[config.mk]
export PLATFORM = sky130hd
export DESIGN_NAME = p6ic_top
export DESIGN_NICKNAME = d
export VERILOG_FILES = /design/src/hdl/p6ic_pkg.sv /design/src/hdl/p6ic_noise_filter.sv /design/src/hdl/p6ic_sample_div.sv /design/src/hdl/p6ic_top.sv
export SDC_FILE = /design/constraint.sdc
export NUM_CORES = 1
export LEC_CHECK = 0
export ABC_AREA = 0
export BUFFER_PORTS_ARGS = -buffer_cell sky130_fd_sc_hd__buf_2
export CORE_MARGIN = 5
export CORE_UTILIZATION = 55
export DETAILED_ROUTE_END_ITERATION = 12
export GPL_TIMING_DRIVEN = 1
export HOLD_SLACK_MARGIN = 0.1
export PLACE_DENSITY = 0.84
export SLEW_MARGIN = 20
export SYNTH_ARGS = -nofsm -noshare
export SYNTH_HDL_FRONTEND = slang
export SYNTH_SLANG_ARGS = --single-unit
[constraint.sdc]
create_clock -name CLOCK_IN -period 8.85 [get_ports CLOCK_IN]
set_clock_uncertainty 0.15 [all_clocks]
set_input_delay 2.2125 -clock CLOCK_IN [delete_from_list [all_inputs] [get_ports CLOCK_IN]]
set_output_delay 2.2125 -clock CLOCK_IN [all_outputs]
set_load 0.02 [all_outputs]
[src/hdl/p6ic_pkg.sv]
// Shared constants for the port 6 input conditioning block.
package p6ic_pkg;

	localparam logic [7:0]  OFF_PULLUP     = 8'h00;
	localparam logic [7:0]  OFF_NC_ENABLE  = 8'h04;
	localparam logic [7:0]  OFF_NC_POLAR   = 8'h08;
	localparam logic [7:0]  OFF_NC_CYCLE   = 8'h0c;
	localparam logic [7:0]  OFF_PIN_STATE  = 8'h10;

	localparam logic [7:0]  RST_PULLUP     = 8'h00;
	localparam logic [7:0]  RST_NC_ENABLE  = 8'h00;
	localparam logic [7:0]  RST_NC_POLAR   = 8'h00;
	localparam logic [2:0]  RST_NC_CYCLE   = 3'h0;

	localparam int unsigned CYCLE_W        = 3;
	localparam int unsigned DIV_CNT_W      = 18;

	localparam logic [1:0]  RESP_OKAY      = 2'h0;
	localparam logic [1:0]  RESP_SLVERR    = 2'h2;

	localparam logic [31:0] READ_UNMAPPED  = 32'h0000_0000;

endpackage

[src/hdl/p6ic_noise_filter.sv]
// Per-pin noise canceller with a selectable expected level.
`timescale 1ns/1ps
module p6ic_noise_filter #(
	parameter int unsigned   WIDTH = 8
) (
	input  wire logic             clk_in,     // System clock.
	input  wire logic             rstn_in,    // Asynchronous reset, active low.
	input  wire logic [WIDTH-1:0] pin_in,     // Raw pin levels.
	input  wire logic [WIDTH-1:0] enable_in,  // Filter enable per pin.
	input  wire logic [WIDTH-1:0] polar_in,   // Expected level per pin.
	input  wire logic             sample_in,  // Sample enable pulse.
	output logic      [WIDTH-1:0] data_out    // Conditioned pin data.
);

	typedef struct packed {
		logic [WIDTH-1:0] prev;
		logic [WIDTH-1:0] data;
	} p6ic_flt_state_t;

	p6ic_flt_state_t state_q;
	p6ic_flt_state_t state_d;

	always_comb begin
		state_d = state_q;
		for (int i = 0; i < WIDTH; i++) begin
			if (!enable_in[i]) begin
				state_d.prev[i] = pin_in[i]; // [RULE3]
				state_d.data[i] = pin_in[i]; // [RULE3]
			end else if (sample_in) begin
				state_d.prev[i] = pin_in[i]; // [RULE7]
				// The expected level needs two agreeing samples; the other level passes on one.
				if ((pin_in[i] != polar_in[i]) || (state_q.prev[i] == pin_in[i])) begin // [RULE4] [RULE5] [RULE6] [RULE7]
					state_d.data[i] = pin_in[i];
				end
			end
		end
	end

	always_ff @(posedge clk_in or negedge rstn_in) begin
		if (!rstn_in) begin
			state_q <= '0;
		end else begin
			state_q <= state_d;
		end
	end

	assign data_out = state_q.data;

endmodule

[src/hdl/p6ic_sample_div.sv]
// Shared sampling-period divider producing a one-cycle sample enable.
`timescale 1ns/1ps
module p6ic_sample_div #(
	parameter int unsigned       CNT_W    = 18,
	parameter logic [7:0][4:0]   DIV_LOG2 = {5'd18, 5'd17, 5'd16, 5'd15,
	                                          5'd14, 5'd13, 5'd5, 5'd1}
) (
	input  wire logic            clk_in,       // System clock.
	input  wire logic            rstn_in,      // Asynchronous reset, active low.
	input  wire logic [2:0]      code_in,      // Sampling period code.
	output logic                 sample_en_out // One-cycle sample pulse.
);

	typedef struct packed {
		logic [CNT_W-1:0] cnt;
		logic             pulse;
	} p6ic_div_state_t;

	p6ic_div_state_t state_q;
	p6ic_div_state_t state_d;
	logic [CNT_W-1:0] mask;

	// The low bits of a free-running count all at one mark one period of 2^n clocks.
	always_comb begin
		mask          = ({{(CNT_W-1){1'b0}}, 1'b1} << DIV_LOG2[code_in]) - 1'b1; // [RULE8]
		state_d       = state_q;
		state_d.cnt   = state_q.cnt + 1'b1;
		state_d.pulse = ((state_q.cnt & mask) == mask); // [RULE8]
	end

	always_ff @(posedge clk_in or negedge rstn_in) begin
		if (!rstn_in) begin
			state_q <= '0;
		end else begin
			state_q <= state_d;
		end
	end

	assign sample_en_out = state_q.pulse;

endmodule

[src/hdl/p6ic_top.sv]
// Port 6 input conditioning top: AXI4-Lite registers, pull-ups, filters, pin routing.
//
// Overview of operation
// RULE1: Pull-up on when input and control bit set.
// RULE2: Pull-up off in reset, standby, peripheral output.
// RULE3: Per-pin filter enable; disabled pins pass directly.
// RULE4: High expected: store 1 only when stable.
// RULE5: Low expected: store 0 only when stable.
// RULE6: Polarity bit 1 expects high, reset 0.
// RULE7: Stable means consecutive samples agree.
// RULE8: Period code selects clock divided 2..262144.
// RULE9: Cycle register bits 7..3 reserved, write zero.
// RULE10: Pin 7 direction selects input or output.
// RULE11: Pin 7 feeds key line 7 when unmasked.
// RULE12: Pin 7 is interrupt 7 when selected, enabled.
// RULE13: Pin 6 direction selects input or output.
// RULE14: Pin 6 feeds key line 6 when unmasked.
// RULE15: Pin 6 is interrupt 6 when selected, enabled.
`timescale 1ns/1ps
module p6ic_top #(
	parameter int unsigned       ADDR_W   = 8,
	parameter int unsigned       PINS     = 8,
	parameter logic [7:0][4:0]   DIV_LOG2 = {5'd18, 5'd17, 5'd16, 5'd15,
	                                          5'd14, 5'd13, 5'd5, 5'd1}
) (
	input  wire logic              CLOCK_IN,           // System clock, 100 MHz.
	input  wire logic              RSTN_IN,            // Asynchronous reset, active low.
	input  wire logic [ADDR_W-1:0] S_AXI_AWADDR_IN,    // Write address.
	input  wire logic              S_AXI_AWVALID_IN,   // Write address valid.
	output logic                   S_AXI_AWREADY_OUT,  // Write address ready.
	input  wire logic [31:0]       S_AXI_WDATA_IN,     // Write data.
	input  wire logic [3:0]        S_AXI_WSTRB_IN,     // Write byte strobes.
	input  wire logic              S_AXI_WVALID_IN,    // Write data valid.
	output logic                   S_AXI_WREADY_OUT,   // Write data ready.
	output logic [1:0]             S_AXI_BRESP_OUT,    // Write response.
	output logic                   S_AXI_BVALID_OUT,   // Write response valid.
	input  wire logic              S_AXI_BREADY_IN,    // Write response ready.
	input  wire logic [ADDR_W-1:0] S_AXI_ARADDR_IN,    // Read address.
	input  wire logic              S_AXI_ARVALID_IN,   // Read address valid.
	output logic                   S_AXI_ARREADY_OUT,  // Read address ready.
	output logic [31:0]            S_AXI_RDATA_OUT,    // Read data.
	output logic [1:0]             S_AXI_RRESP_OUT,    // Read response.
	output logic                   S_AXI_RVALID_OUT,   // Read data valid.
	input  wire logic              S_AXI_RREADY_IN,    // Read data ready.
	input  wire logic [PINS-1:0]   PIN_IN,             // Pin input levels.
	input  wire logic [PINS-1:0]   PIN_DIRECTION_IN,   // Direction bits, 1 is output.
	input  wire logic [PINS-1:0]   PORT_OUT_DATA_IN,   // Output data for general outputs.
	input  wire logic [PINS-1:0]   PERIPH_OUTPUT_IN,   // Pin used as peripheral output.
	input  wire logic              STANDBY_IN,         // Software standby mode.
	input  wire logic [PINS-1:0]   KEY_INPUT_MASK_IN,  // Key-input mask bits, 1 masks.
	input  wire logic              INT_SOURCE_SEL7_IN, // Interrupt 7 source select.
	input  wire logic              EXT_INT_7_ENABLE_IN,// Interrupt 7 enable.
	input  wire logic              INT_VECTOR_SEL_IN,  // Interrupt vector select.
	input  wire logic              EXT_INT_6_ENABLE_IN,// Interrupt 6 enable.
	output logic [PINS-1:0]        PIN_OUT,            // Pin output levels.
	output logic [PINS-1:0]        PIN_OE_OUT,         // Pin output enables.
	output logic [PINS-1:0]        PULLUP_EN_OUT,      // Pull-up switch per pin.
	output logic [PINS-1:0]        PORT_DATA_OUT,      // Conditioned input data.
	output logic [PINS-1:0]        KEY_INPUT_OUT,      // Key-input lines, active low.
	output logic                   EXT_INT_7_N_OUT,    // External interrupt 7, active low.
	output logic                   EXT_INT_6_N_OUT     // External interrupt 6, active low.
);

	localparam int unsigned CW = p6ic_pkg::CYCLE_W;

	typedef struct packed {
		logic [PINS-1:0]   pullup_ctl;
		logic [PINS-1:0]   nc_enable;
		logic [PINS-1:0]   nc_polar;
		logic [CW-1:0]     nc_cycle;
		logic              aw_have;
		logic [ADDR_W-1:0] aw_addr;
		logic              w_have;
		logic [31:0]       w_data;
		logic [3:0]        w_strb;
		logic              bvalid;
		logic [1:0]        bresp;
		logic              rvalid;
		logic [31:0]       rdata;
		logic [1:0]        rresp;
		logic [PINS-1:0]   pullup_en;
		logic [PINS-1:0]   pin_out;
		logic [PINS-1:0]   pin_oe;
		logic [PINS-1:0]   key_line;
		logic              ext_interrupt_7_n;
		logic              ext_interrupt_6_n;
	} p6ic_state_t;

	p6ic_state_t state_q;
	p6ic_state_t state_d;

	logic            sample_en;
	logic [PINS-1:0] port_data;
	logic            aw_take;
	logic            w_take;
	logic            ar_take;
	logic [7:0]      wr_off;
	logic [7:0]      rd_off;

	// Byte lane 0 carries every register; the upper lanes are ignored.
	function automatic logic [PINS-1:0] lane0(input logic [PINS-1:0] old_v,
	                                          input logic [31:0]     data_v,
	                                          input logic [3:0]      strb_v);
		logic [PINS-1:0] res;
		res = strb_v[0] ? data_v[PINS-1:0] : old_v;
		return res;
	endfunction

	function automatic logic [7:0] word_off(input logic [ADDR_W-1:0] addr_v);
		logic [7:0] res;
		res = 8'({addr_v[ADDR_W-1:2], 2'h0});
		return res;
	endfunction

	p6ic_sample_div #(
		.CNT_W    (p6ic_pkg::DIV_CNT_W),
		.DIV_LOG2 (DIV_LOG2)
	) u_div (
		.clk_in        (CLOCK_IN),
		.rstn_in       (RSTN_IN),
		.code_in       (state_q.nc_cycle),
		.sample_en_out (sample_en)
	);

	p6ic_noise_filter #(
		.WIDTH (PINS)
	) u_filter (
		.clk_in    (CLOCK_IN),
		.rstn_in   (RSTN_IN),
		.pin_in    (PIN_IN),
		.enable_in (state_q.nc_enable),
		.polar_in  (state_q.nc_polar),
		.sample_in (sample_en),
		.data_out  (port_data)
	);

	assign aw_take = S_AXI_AWVALID_IN && !state_q.aw_have && !state_q.bvalid;
	assign w_take  = S_AXI_WVALID_IN && !state_q.w_have && !state_q.bvalid;
	assign ar_take = S_AXI_ARVALID_IN && !state_q.rvalid;
	assign wr_off  = word_off(state_q.aw_addr);
	assign rd_off  = word_off(S_AXI_ARADDR_IN);

	always_comb begin
		state_d = state_q;

		// Write address and data are captured independently, in either order.
		if (aw_take) begin
			state_d.aw_have = 1'b1;
			state_d.aw_addr = S_AXI_AWADDR_IN;
		end
		if (w_take) begin
			state_d.w_have = 1'b1;
			state_d.w_data = S_AXI_WDATA_IN;
			state_d.w_strb = S_AXI_WSTRB_IN;
		end

		if (state_q.aw_have && state_q.w_have && !state_q.bvalid) begin
			state_d.aw_have = 1'b0;
			state_d.w_have  = 1'b0;
			state_d.bvalid  = 1'b1;
			state_d.bresp   = p6ic_pkg::RESP_OKAY;
			case (wr_off)
				p6ic_pkg::OFF_PULLUP: begin
					state_d.pullup_ctl = lane0(state_q.pullup_ctl, state_q.w_data,
					                           state_q.w_strb);
				end
				p6ic_pkg::OFF_NC_ENABLE: begin
					state_d.nc_enable = lane0(state_q.nc_enable, state_q.w_data,
					                          state_q.w_strb); // [RULE3]
				end
				p6ic_pkg::OFF_NC_POLAR: begin
					state_d.nc_polar = lane0(state_q.nc_polar, state_q.w_data,
					                         state_q.w_strb); // [RULE6]
				end
				p6ic_pkg::OFF_NC_CYCLE: begin
					// Only the period code is stored; the upper bits are not kept.
					if (state_q.w_strb[0]) begin
						state_d.nc_cycle = state_q.w_data[CW-1:0]; // [RULE8] [RULE9]
					end
				end
				p6ic_pkg::OFF_PIN_STATE: begin
					state_d.bresp = p6ic_pkg::RESP_SLVERR;
				end
				default: begin
					state_d.bresp = p6ic_pkg::RESP_SLVERR;
				end
			endcase
		end else if (state_q.bvalid && S_AXI_BREADY_IN) begin
			state_d.bvalid = 1'b0;
		end

		// Reads answer one cycle after the address is taken.
		if (ar_take) begin
			state_d.rvalid = 1'b1;
			state_d.rresp  = p6ic_pkg::RESP_OKAY;
			state_d.rdata  = p6ic_pkg::READ_UNMAPPED;
			case (rd_off)
				p6ic_pkg::OFF_PULLUP: begin
					state_d.rdata[PINS-1:0] = state_q.pullup_ctl;
				end
				p6ic_pkg::OFF_NC_ENABLE: begin
					state_d.rdata[PINS-1:0] = state_q.nc_enable;
				end
				p6ic_pkg::OFF_NC_POLAR: begin
					state_d.rdata[PINS-1:0] = state_q.nc_polar;
				end
				p6ic_pkg::OFF_NC_CYCLE: begin
					state_d.rdata[CW-1:0] = state_q.nc_cycle; // [RULE9]
				end
				p6ic_pkg::OFF_PIN_STATE: begin
					state_d.rdata[PINS-1:0] = port_data;
				end
				default: begin
					state_d.rresp = p6ic_pkg::RESP_SLVERR;
				end
			endcase
		end else if (state_q.rvalid && S_AXI_RREADY_IN) begin
			state_d.rvalid = 1'b0;
		end

		// Pull-ups act only on input pins and never in standby or as peripheral outputs.
		for (int i = 0; i < PINS; i++) begin
			state_d.pullup_en[i] = state_q.pullup_ctl[i] && !PIN_DIRECTION_IN[i] &&
			                       !STANDBY_IN && !PERIPH_OUTPUT_IN[i]; // [RULE1] [RULE2]
		end

		// General output drive follows the direction bits.
		state_d.pin_oe  = PIN_DIRECTION_IN; // [RULE10] [RULE13]
		state_d.pin_out = PORT_OUT_DATA_IN & PIN_DIRECTION_IN; // [RULE10] [RULE13]

		// Key-input lines idle high unless the pin is an unmasked input.
		for (int i = 0; i < PINS; i++) begin
			if (!PIN_DIRECTION_IN[i] && !KEY_INPUT_MASK_IN[i]) begin
				state_d.key_line[i] = port_data[i]; // [RULE11] [RULE14]
			end else begin
				state_d.key_line[i] = 1'b1;
			end
		end

		if (!PIN_DIRECTION_IN[7] && !INT_SOURCE_SEL7_IN && EXT_INT_7_ENABLE_IN) begin
			state_d.ext_interrupt_7_n = port_data[7]; // [RULE12]
		end else begin
			state_d.ext_interrupt_7_n = 1'b1;
		end

		if (!PIN_DIRECTION_IN[6] && !INT_VECTOR_SEL_IN && EXT_INT_6_ENABLE_IN) begin
			state_d.ext_interrupt_6_n = port_data[6]; // [RULE15]
		end else begin
			state_d.ext_interrupt_6_n = 1'b1;
		end
	end

	always_ff @(posedge CLOCK_IN or negedge RSTN_IN) begin
		if (!RSTN_IN) begin
			state_q            <= '0;
			state_q.pullup_ctl <= p6ic_pkg::RST_PULLUP;
			state_q.nc_enable  <= p6ic_pkg::RST_NC_ENABLE;
			state_q.nc_polar   <= p6ic_pkg::RST_NC_POLAR; // [RULE6]
			state_q.nc_cycle   <= p6ic_pkg::RST_NC_CYCLE;
			state_q.pullup_en  <= '0; // [RULE2]
			state_q.key_line   <= '1;
			state_q.ext_interrupt_7_n     <= 1'b1;
			state_q.ext_interrupt_6_n     <= 1'b1;
		end else begin
			state_q <= state_d;
		end
	end

	assign S_AXI_AWREADY_OUT = !state_q.aw_have && !state_q.bvalid;
	assign S_AXI_WREADY_OUT  = !state_q.w_have && !state_q.bvalid;
	assign S_AXI_BVALID_OUT  = state_q.bvalid;
	assign S_AXI_BRESP_OUT   = state_q.bresp;
	assign S_AXI_ARREADY_OUT = !state_q.rvalid;
	assign S_AXI_RVALID_OUT  = state_q.rvalid;
	assign S_AXI_RDATA_OUT   = state_q.rdata;
	assign S_AXI_RRESP_OUT   = state_q.rresp;
	assign PIN_OUT           = state_q.pin_out;
	assign PIN_OE_OUT        = state_q.pin_oe;
	assign PULLUP_EN_OUT     = state_q.pullup_en;
	assign PORT_DATA_OUT     = port_data;
	assign KEY_INPUT_OUT     = state_q.key_line;
	assign EXT_INT_7_N_OUT   = state_q.ext_interrupt_7_n;
	assign EXT_INT_6_N_OUT   = state_q.ext_interrupt_6_n;

endmodule
==> results of run 1 <==
power breakdown:
group          internal (W)  switching, W  leakage (nW)
Clock              0.000514      0.000245         0.311
Combinational      0.000315      0.000365          1.44
Sequential         0.000703      0.000136          1.57
flip-flops by register name, summed over array words and instances (netlist names):
register and count:
PULLUP_EN_OUT 8, S_AXI_RDATA_OUT 8, S_AXI_BVALID_OUT 1, S_AXI_BRESP_OUT 1, u_div.sample_en_out 1, u_filter.data_out 8, u_filter.state_q 8, EXT_INT_7_N_OUT 1
PIN_OE_OUT 8, KEY_INPUT_OUT 8, S_AXI_RVALID_OUT 1, S_AXI_RRESP_OUT 1, PIN_OUT 8, state_q 44, u_div.state_q 18, EXT_INT_6_N_OUT 1
per-layer routing:
metal / vias to the layer above / routed length, um / GRT usage, %
li1: 2082 / - / -
met1: 2221 / 5520 / 26.3
met2: 173 / 7420 / 37.8
met3: 27 / 1090 / 6.22
met4: 0 / 267 / 7.49
met5: - / 0 / 0
synth_stat cells (all sizes together), types with 3 or more instances:
cell type	count
xnor2	15
nor3	5
o221ai	3
a22o	5
a21oi	12
inv	7
nand2	47
and3	6
nor4b	10
nor4	4
nor2	18
o21ai	28
nor2b	15
nand3	14
and2	11
a211oi	4
dfstp	10
clkbuf	15
xor2	7
o211ai	10
buf	81
a222oi	5
a32oi	8
a22oi	3
mux2	52
or3	10
ha	6
nor3b	4
dfrtp	115
final cells by class:
| class | instances | area (um2) | area share (%) |
|---|---|---|---|
| flip-flops and latches | 125 | 3140 | 43.7 |
| well taps | 143 | 179 | 2.49 |
| multi-input cells | 361 | 2530 | 35.1 |
| clock inverters | 10 | 184 | 2.56 |
| repair buffers | 132 | 674 | 9.37 |
| clock buffers | 22 | 464 | 6.45 |
| inverters | 7 | 26.3 | 0.365 |
logic make-up after synthesis:
group / Yosys count
other: 1
AO/OA/AOI/OAI: 95
multiplexers: 53
XOR/XNOR: 22
buffers and inverters: 103
adder cells (fa/ha/maj): 6
flip-flops: 125
AND/OR/NAND/NOR: 159
worst paths after layout:
path / start / end / slack [ns] / cells after the start
max: S_AXI_ARADDR_IN[5] / S_AXI_RDATA_OUT[5] / 4.96 / 5
min: S_AXI_RDATA_OUT[7] / S_AXI_RDATA_OUT[7] / 0.33 / 2
max reg2reg: state_q[119] / u_div.sample_en_out / 5.41 / 11
min reg2reg: S_AXI_RDATA_OUT[7] / S_AXI_RDATA_OUT[7] / 0.33 / 2
max in group asynchronous: RSTN_IN / state_q[121] / 5.80 / 2
min in group asynchronous: RSTN_IN / PIN_OE_OUT[3] / 1.61 / 1
stage by stage:
stage,hold slack [ns],power (W),std cells,util (%)
CTS,0.337,0.00229,800,63.8
finish,0.330,0.00228,800,63.8
detailed placement,0.323,0.00152,768,58.0
floorplan,0.288,0.00137,589,-
global placement,0.312,0.00149,768,58.0
global route,0.360,0.00241,800,63.8
worst max-delay path, delay by kind of cell:
family / cells / cell delay, ns
buf+inv: 1 / 0.12
compound gates: 2 / 0.43
simple gates: 2 / 1.31
==> metrics.txt, run 1 <==
# TYPE chip_impl_metric gauge
chip_impl_metric{name="grt.overflow.total",unit=""} 0
chip_impl_metric{name="synthDistinctLibCells",unit=""} 62
chip_impl_info{name="layout_common_cells",value="sky130_fd_sc_hd__buf_2, sky130_fd_sc_hd__dfrtp_1, sky130_fd_sc_hd__mux2_2, sky130_fd_sc_hd__nand2_1, sky130_fd_sc_hd__o21ai_0"} 1
chip_impl_metric{name="post_cts_resized",unit=""} 0
chip_impl_metric{name="netlist_instances",unit=""} 564
chip_impl_metric{name="clkSinkCount",unit=""} 125
chip_impl_metric{name="clk_pin_slew",unit="ns"} 0.06
chip_impl_metric{name="io_buffer_count",unit=""} 129
chip_impl_metric{name="crit_fanout",unit=""} 7
chip_impl_metric{name="sequential_fraction_of_the_synthesis_area",unit="%"} 50.1
chip_impl_metric{name="hold_viol_final",unit=""} 0
chip_impl_metric{name="timing.setup.tns",unit="ns"} 0
chip_impl_metric{name="relSlewSlack",unit="%"} 39.7
chip_impl_metric{name="initial_utilization",unit="%"} 55.6
chip_impl_metric{name="post-synth-top-area-fraction",unit="%"} 45.9
chip_impl_metric{name="drc",unit=""} 0
chip_impl_metric{name="syn_area",unit="mm2"} 0.00626
chip_impl_metric{name="num_antenna_cells",unit=""} 0
chip_impl_info{name="status",value="completed"} 1
chip_impl_metric{name="die_x",unit="um"} 117
chip_impl_metric{name="synth_adder_area_share",unit="%"} 1.20
chip_impl_info{name="cp_cell_sequence",value="buf_2 -> or4_1 -> nor3_1 -> a222oi_1 -> o21ai_0"} 1
chip_impl_metric{name="synthArstFlopShare",unit="%"} 100
chip_impl_metric{name="design.die.area",unit="mm2"} 0.0136
chip_impl_metric{name="max_freq",unit="GHz"} 0.257
chip_impl_info{name="worst_setup_path_start_kind",value="input port"} 1
chip_impl_metric{name="cts_buffers",unit=""} 17
chip_impl_metric{name="mean_area_per_synthesized_cell",unit="um2"} 11.1
chip_impl_metric{name="grt_antenna_before_repair",unit=""} 0
chip_impl_metric{name="wl_cell",unit="um"} 17.9
chip_impl_metric{name="cp.required",unit="ns"} 9.03
chip_impl_metric{name="final_layout_size_suffix_gt1_share",unit="%"} 35.5
chip_impl_metric{name="synth_warnings",unit=""} 0
chip_impl_metric{name="slew_violations",unit=""} 0
chip_impl_metric{name="layout_setup_ws",unit="ns"} 4.96
chip_impl_metric{name="critPathArrivalTime",unit="ns"} 4.07
chip_impl_metric{name="dpl_worst_slack",unit="ns"} 4.60
chip_impl_info{name="ys_top_cells_by_area",value="sky130_fd_sc_hd__dfrtp_1, sky130_fd_sc_hd__mux2_2, sky130_fd_sc_hd__buf_4"} 1
chip_impl_metric{name="power_per_cell_area",unit="mW/mm2"} 317
chip_impl_metric{name="max_cap_violations",unit=""} 0
chip_impl_metric{name="cts-htree-levels",unit=""} 4
chip_impl_metric{name="worstSkewPairLatency",unit="ns"} 0.41
chip_impl_info{name="crit_slowest_cell",value="sky130_fd_sc_hd__nor3_1"} 1
chip_impl_metric{name="global_route.usage.total",unit="%"} 21.9
chip_impl_metric{name="design_area",unit="mm2"} 0.00719
chip_impl_metric{name="seq_cells_post_synth",unit=""} 125
chip_impl_metric{name="worst_slew_pin_slew",unit="ns"} 0.897
chip_impl_info{name="setup.worst_path.class",value="input port to flip-flop"} 1
chip_impl_metric{name="power.leakage",unit="nW"} 3.32
chip_impl_metric{name="via_count_of_the_routed_design",unit=""} 4503
chip_impl_metric{name="grt_start_max_net_pins",unit=""} 88
chip_impl_metric{name="floorplan.core_area",unit="mm2"} 0.0113
chip_impl_metric{name="ant_nets",unit=""} 0
chip_impl_metric{name="finalWeightedCongestion",unit=""} 0.825
chip_impl_info{name="cts-root-buf",value="sky130_fd_sc_hd__clkbuf_16"} 1
chip_impl_info{name="synth_largest_area_cell",value="sky130_fd_sc_hd__dfrtp_1"} 1
chip_impl_metric{name="synth_compound_area_share",unit="%"} 10.6
chip_impl_metric{name="area.growth.synth_to_final",unit="%"} 14.8
chip_impl_info{name="cts_tree",value="yes"} 1
chip_impl_info{name="rsz0062_at_grt",value="no"} 1
chip_impl_metric{name="layout_worst_path_cycle_share",unit="%"} 43.9
chip_impl_info{name="crit_path_end_kind",value="flip-flop"} 1
chip_impl_info{name="postSynth.topFlopCell",value="sky130_fd_sc_hd__dfrtp_1"} 1
chip_impl_metric{name="ios",unit=""} 187
chip_impl_metric{name="post_synth_mux_area_share",unit="%"} 9.71
chip_impl_metric{name="hold_fix_buffers_at_cts",unit=""} 0
chip_impl_metric{name="fin_crit",unit="ns"} 3.89
chip_impl_metric{name="max-vdd-ir-drop",unit="uV"} 174
chip_impl_metric{name="synth-simple-area-share",unit="%"} 14.2
chip_impl_metric{name="cts_setup_buffers",unit=""} 0
chip_impl_metric{name="setup_viol_count_final",unit=""} 0
chip_impl_metric{name="hpwl",unit="um"} 10300
chip_impl_metric{name="vias_per_instance",unit=""} 5.63
chip_impl_metric{name="layout.filler_cells",unit=""} 855
chip_impl_metric{name="clk_path_buf_depth",unit=""} 2
chip_impl_metric{name="drt_iter0_drc",unit=""} 429
chip_impl_metric{name="synth_enable_flop_cells",unit=""} 0
chip_impl_metric{name="first_global_vias",unit=""} 4613
chip_impl_metric{name="final_nets",unit=""} 754
chip_impl_info{name="mostFrequentLayoutCell",value="sky130_fd_sc_hd__buf_2"} 1
chip_impl_metric{name="dr.pass1.iters",unit=""} 5
chip_impl_metric{name="wire_length_of_the_first_global_routing_pass",unit="um"} 23100
chip_impl_info{name="combinational_family_with_the_most_area_after_synthesis",value="simple AND/OR/NAND/NOR gates"} 1
chip_impl_metric{name="finalWirelength",unit="um"} 14300
chip_impl_info{name="worst_hold_path_type",value="flip-flop to flip-flop"} 1
chip_impl_metric{name="placement_rows",unit=""} 39
chip_impl_metric{name="post_synth_xor_area_fraction",unit="%"} 3.08
chip_impl_metric{name="timing.critical_path.slowest_cell_delay",unit="ns"} 0.72
chip_impl_metric{name="die_height",unit="um"} 117
chip_impl_metric{name="dpl_cell_area",unit="mm2"} 0.00654
(Power assumes the default switching activity.)
==> inputs of run 2 (changes only) <==
- CORE_UTILIZATION: 55 -> 47
- PLACE_DENSITY: 0.84 -> 0.77
- clock period: 8.85 -> 3.52 ns (I/O delays scaled with it)
==> metrics.txt, run 2 (synthesis results as in run 1) <==
# TYPE chip_impl_metric gauge
chip_impl_metric{name="max_reg_flops",unit=""} 44
chip_impl_metric{name="dpl_cell_area",unit="mm2"} 0.00666
chip_impl_metric{name="design.die.area",unit="mm2"} 0.0157
chip_impl_info{name="worst_path_dominant_cell_family",value="simple AND/OR/NAND/NOR gates"} 1
chip_impl_metric{name="post-route-util",unit="%"} 55.5
chip_impl_metric{name="finalWirelength",unit="um"} 14300
chip_impl_metric{name="timing.critical_path.slowest_cell_delay",unit="ns"} 0.48
chip_impl_metric{name="placement_rows",unit=""} 42
chip_impl_metric{name="area.growth.synth_to_final",unit="%"} 16.4
chip_impl_metric{name="max-vdd-ir-drop",unit="uV"} 313
chip_impl_metric{name="drt_iter0_drc",unit=""} 342
chip_impl_metric{name="worst_slew_pin_slew",unit="ns"} 0.900
chip_impl_info{name="cp_cell_sequence",value="inv_1 -> ha_2 -> nand3_1 -> ha_1 -> o22ai_1 -> a211oi_1 -> o2111ai_1 -> nor4_1 -> o221ai_1 -> or3_1 -> nor4b_2"} 1
chip_impl_metric{name="clk_path_buf_depth",unit=""} 2
chip_impl_metric{name="grt.overflow.total",unit=""} 0
chip_impl_info{name="crit_slowest_cell",value="sky130_fd_sc_hd__dfrtp_1"} 1
chip_impl_metric{name="timing.setup.tns",unit="ns"} 0
chip_impl_info{name="rsz0062_at_grt",value="no"} 1
chip_impl_metric{name="finalPower",unit="W"} 0.00572
chip_impl_info{name="cts_tree",value="yes"} 1
chip_impl_metric{name="critical_path.n_buffers_inverters",unit=""} 1
chip_impl_metric{name="final_layout_size_suffix_gt1_share",unit="%"} 36.4
chip_impl_metric{name="cts_buffers",unit=""} 17
chip_impl_metric{name="cts_setup_buffers",unit=""} 0
chip_impl_metric{name="design_area",unit="mm2"} 0.00729
chip_impl_info{name="regMostFlops",value="state_q"} 1
chip_impl_metric{name="vias_per_instance",unit=""} 5.44
chip_impl_metric{name="cp.required",unit="ns"} 3.69
chip_impl_metric{name="drc",unit=""} 0
chip_impl_info{name="reg.largest.list",value="state_q x44, u_div.state_q x18"} 1
chip_impl_metric{name="worstSkewPairLatency",unit="ns"} 0.42
chip_impl_metric{name="clk_pin_slew",unit="ns"} 0.06
chip_impl_metric{name="grt_start_max_net_pins",unit=""} 66
chip_impl_metric{name="initial_utilization",unit="%"} 47.7
chip_impl_info{name="status",value="completed"} 1
chip_impl_metric{name="critPathArrivalTime",unit="ns"} 3.35
chip_impl_metric{name="final_nets",unit=""} 762
chip_impl_info{name="cts-root-buf",value="sky130_fd_sc_hd__clkbuf_16"} 1
chip_impl_metric{name="cts-htree-levels",unit=""} 4
chip_impl_metric{name="layout_worst_path_cycle_share",unit="%"} 90.5
chip_impl_metric{name="hold_viol_final",unit=""} 0
chip_impl_metric{name="io_buffer_count",unit=""} 129
chip_impl_metric{name="crit_fanout",unit=""} 13
chip_impl_metric{name="ios",unit=""} 187
chip_impl_metric{name="finalWeightedCongestion",unit=""} 0.845
chip_impl_metric{name="dr.pass1.iters",unit=""} 5
chip_impl_metric{name="fin_crit",unit="ns"} 3.19
chip_impl_metric{name="hpwl",unit="um"} 10400
chip_impl_metric{name="slew_violations",unit=""} 0
chip_impl_info{name="mostFrequentLayoutCell",value="sky130_fd_sc_hd__buf_2"} 1
chip_impl_metric{name="power_per_cell_area",unit="mW/mm2"} 783
chip_impl_info{name="crit_path_end_kind",value="flip-flop"} 1
chip_impl_metric{name="via_count_of_the_routed_design",unit=""} 4574
chip_impl_metric{name="clkSinkCount",unit=""} 125
chip_impl_info{name="worst_setup_path_start_kind",value="flip-flop"} 1
chip_impl_metric{name="global_route.usage.total",unit="%"} 18.5
chip_impl_metric{name="die_x",unit="um"} 125
chip_impl_metric{name="max_cap_violations",unit=""} 0
chip_impl_metric{name="max_freq",unit="GHz"} 0.314
chip_impl_info{name="worst_hold_path_type",value="input port to asynchronous set/reset pin"} 1
chip_impl_metric{name="floorplan.core_area",unit="mm2"} 0.0131
chip_impl_metric{name="num_antenna_cells",unit=""} 0
chip_impl_metric{name="setup_viol_count_final",unit=""} 0
chip_impl_info{name="layout_common_cells",value="sky130_fd_sc_hd__buf_2, sky130_fd_sc_hd__dfrtp_1, sky130_fd_sc_hd__mux2_2, sky130_fd_sc_hd__nand2_1, sky130_fd_sc_hd__o21ai_0"} 1
chip_impl_metric{name="relSlewSlack",unit="%"} 39.7
chip_impl_metric{name="first_global_vias",unit=""} 4672
chip_impl_metric{name="wire_length_of_the_first_global_routing_pass",unit="um"} 23600
chip_impl_metric{name="die_height",unit="um"} 125
chip_impl_metric{name="wl_cell",unit="um"} 17.0
chip_impl_info{name="setup.worst_path.class",value="flip-flop to flip-flop"} 1
chip_impl_metric{name="ant_nets",unit=""} 0
chip_impl_metric{name="power.leakage",unit="nW"} 3.36
chip_impl_metric{name="grt_antenna_before_repair",unit=""} 0
-- run 2: cell types whose count changed in the layout (fill, tap and decap cells not counted), sizes merged --
cell	before	now
bufinv	5	4
clkbuf	22	23
buf	132	140
-- run 2: layout make-up --
cell class	count	area (um2)
Tap cell	176	220
Multi-Input combinational cell	361	2530
Fill cell	1091	5840
Timing Repair Buffer	140	743
Sequential cell	125	3140
Clock buffer	23	478
Clock inverter	9	158
Inverter	7	26.3
-- run 2: per-stage QoR --
| step | setup WS, ns | hold slack (ns) | instances |
|---|---|---|---|
| floorplan | 0.547 | 0.288 | 589 |
| global placement | 0.408 | 0.316 | 809 |
| detailed placement | 0.318 | 0.319 | 809 |
| CTS | 0.258 | 0.238 | 841 |
| global route | 0.0886 | 0.256 | 841 |
| finish | 0.334 | 0.237 | 841 |
-- run 2: power breakdown --
group	internal, W	switching (W)
Sequential	0.00177	0.000316
Combinational	0.000813	0.000950
Clock	0.00124	0.000625
Total	0.00382	0.00189
-- run 2: final timing paths --
| path | start | slack [ns] | endpoint | depth (start not counted) |
|---|---|---|---|---|
| min in group CLOCK_IN | u_div.state_q[18] | 0.33 | u_div.state_q[18] | 1 |
| min | RSTN_IN | 0.24 | PIN_OE_OUT[3] | 1 |
| max | state_q[119] | 0.33 | u_div.sample_en_out | 11 |
| max in group asynchronous | RSTN_IN | 2.20 | u_div.state_q[17] | 2 |
| max reg2reg | state_q[119] | 0.33 | u_div.sample_en_out | 11 |
| min reg2reg | u_div.state_q[18] | 0.33 | u_div.state_q[18] | 1 |
-- run 2: per-layer routing --
layer / vias to the layer above / track usage [%] / share of wire [%]
met5: - / 0 / 0
met4: 0 / 6.70 / 1.8
met3: 30 / 5.97 / 7.2
met2: 178 / 31.1 / 50
met1: 2267 / 22.2 / 41
li1: 2099 / - / -
-- run 2: timing repair --
action,4_1_cts,5_1_grt
hold buffers,0,0
setup endpoints to repair,0,1
gates resized for setup,0,1
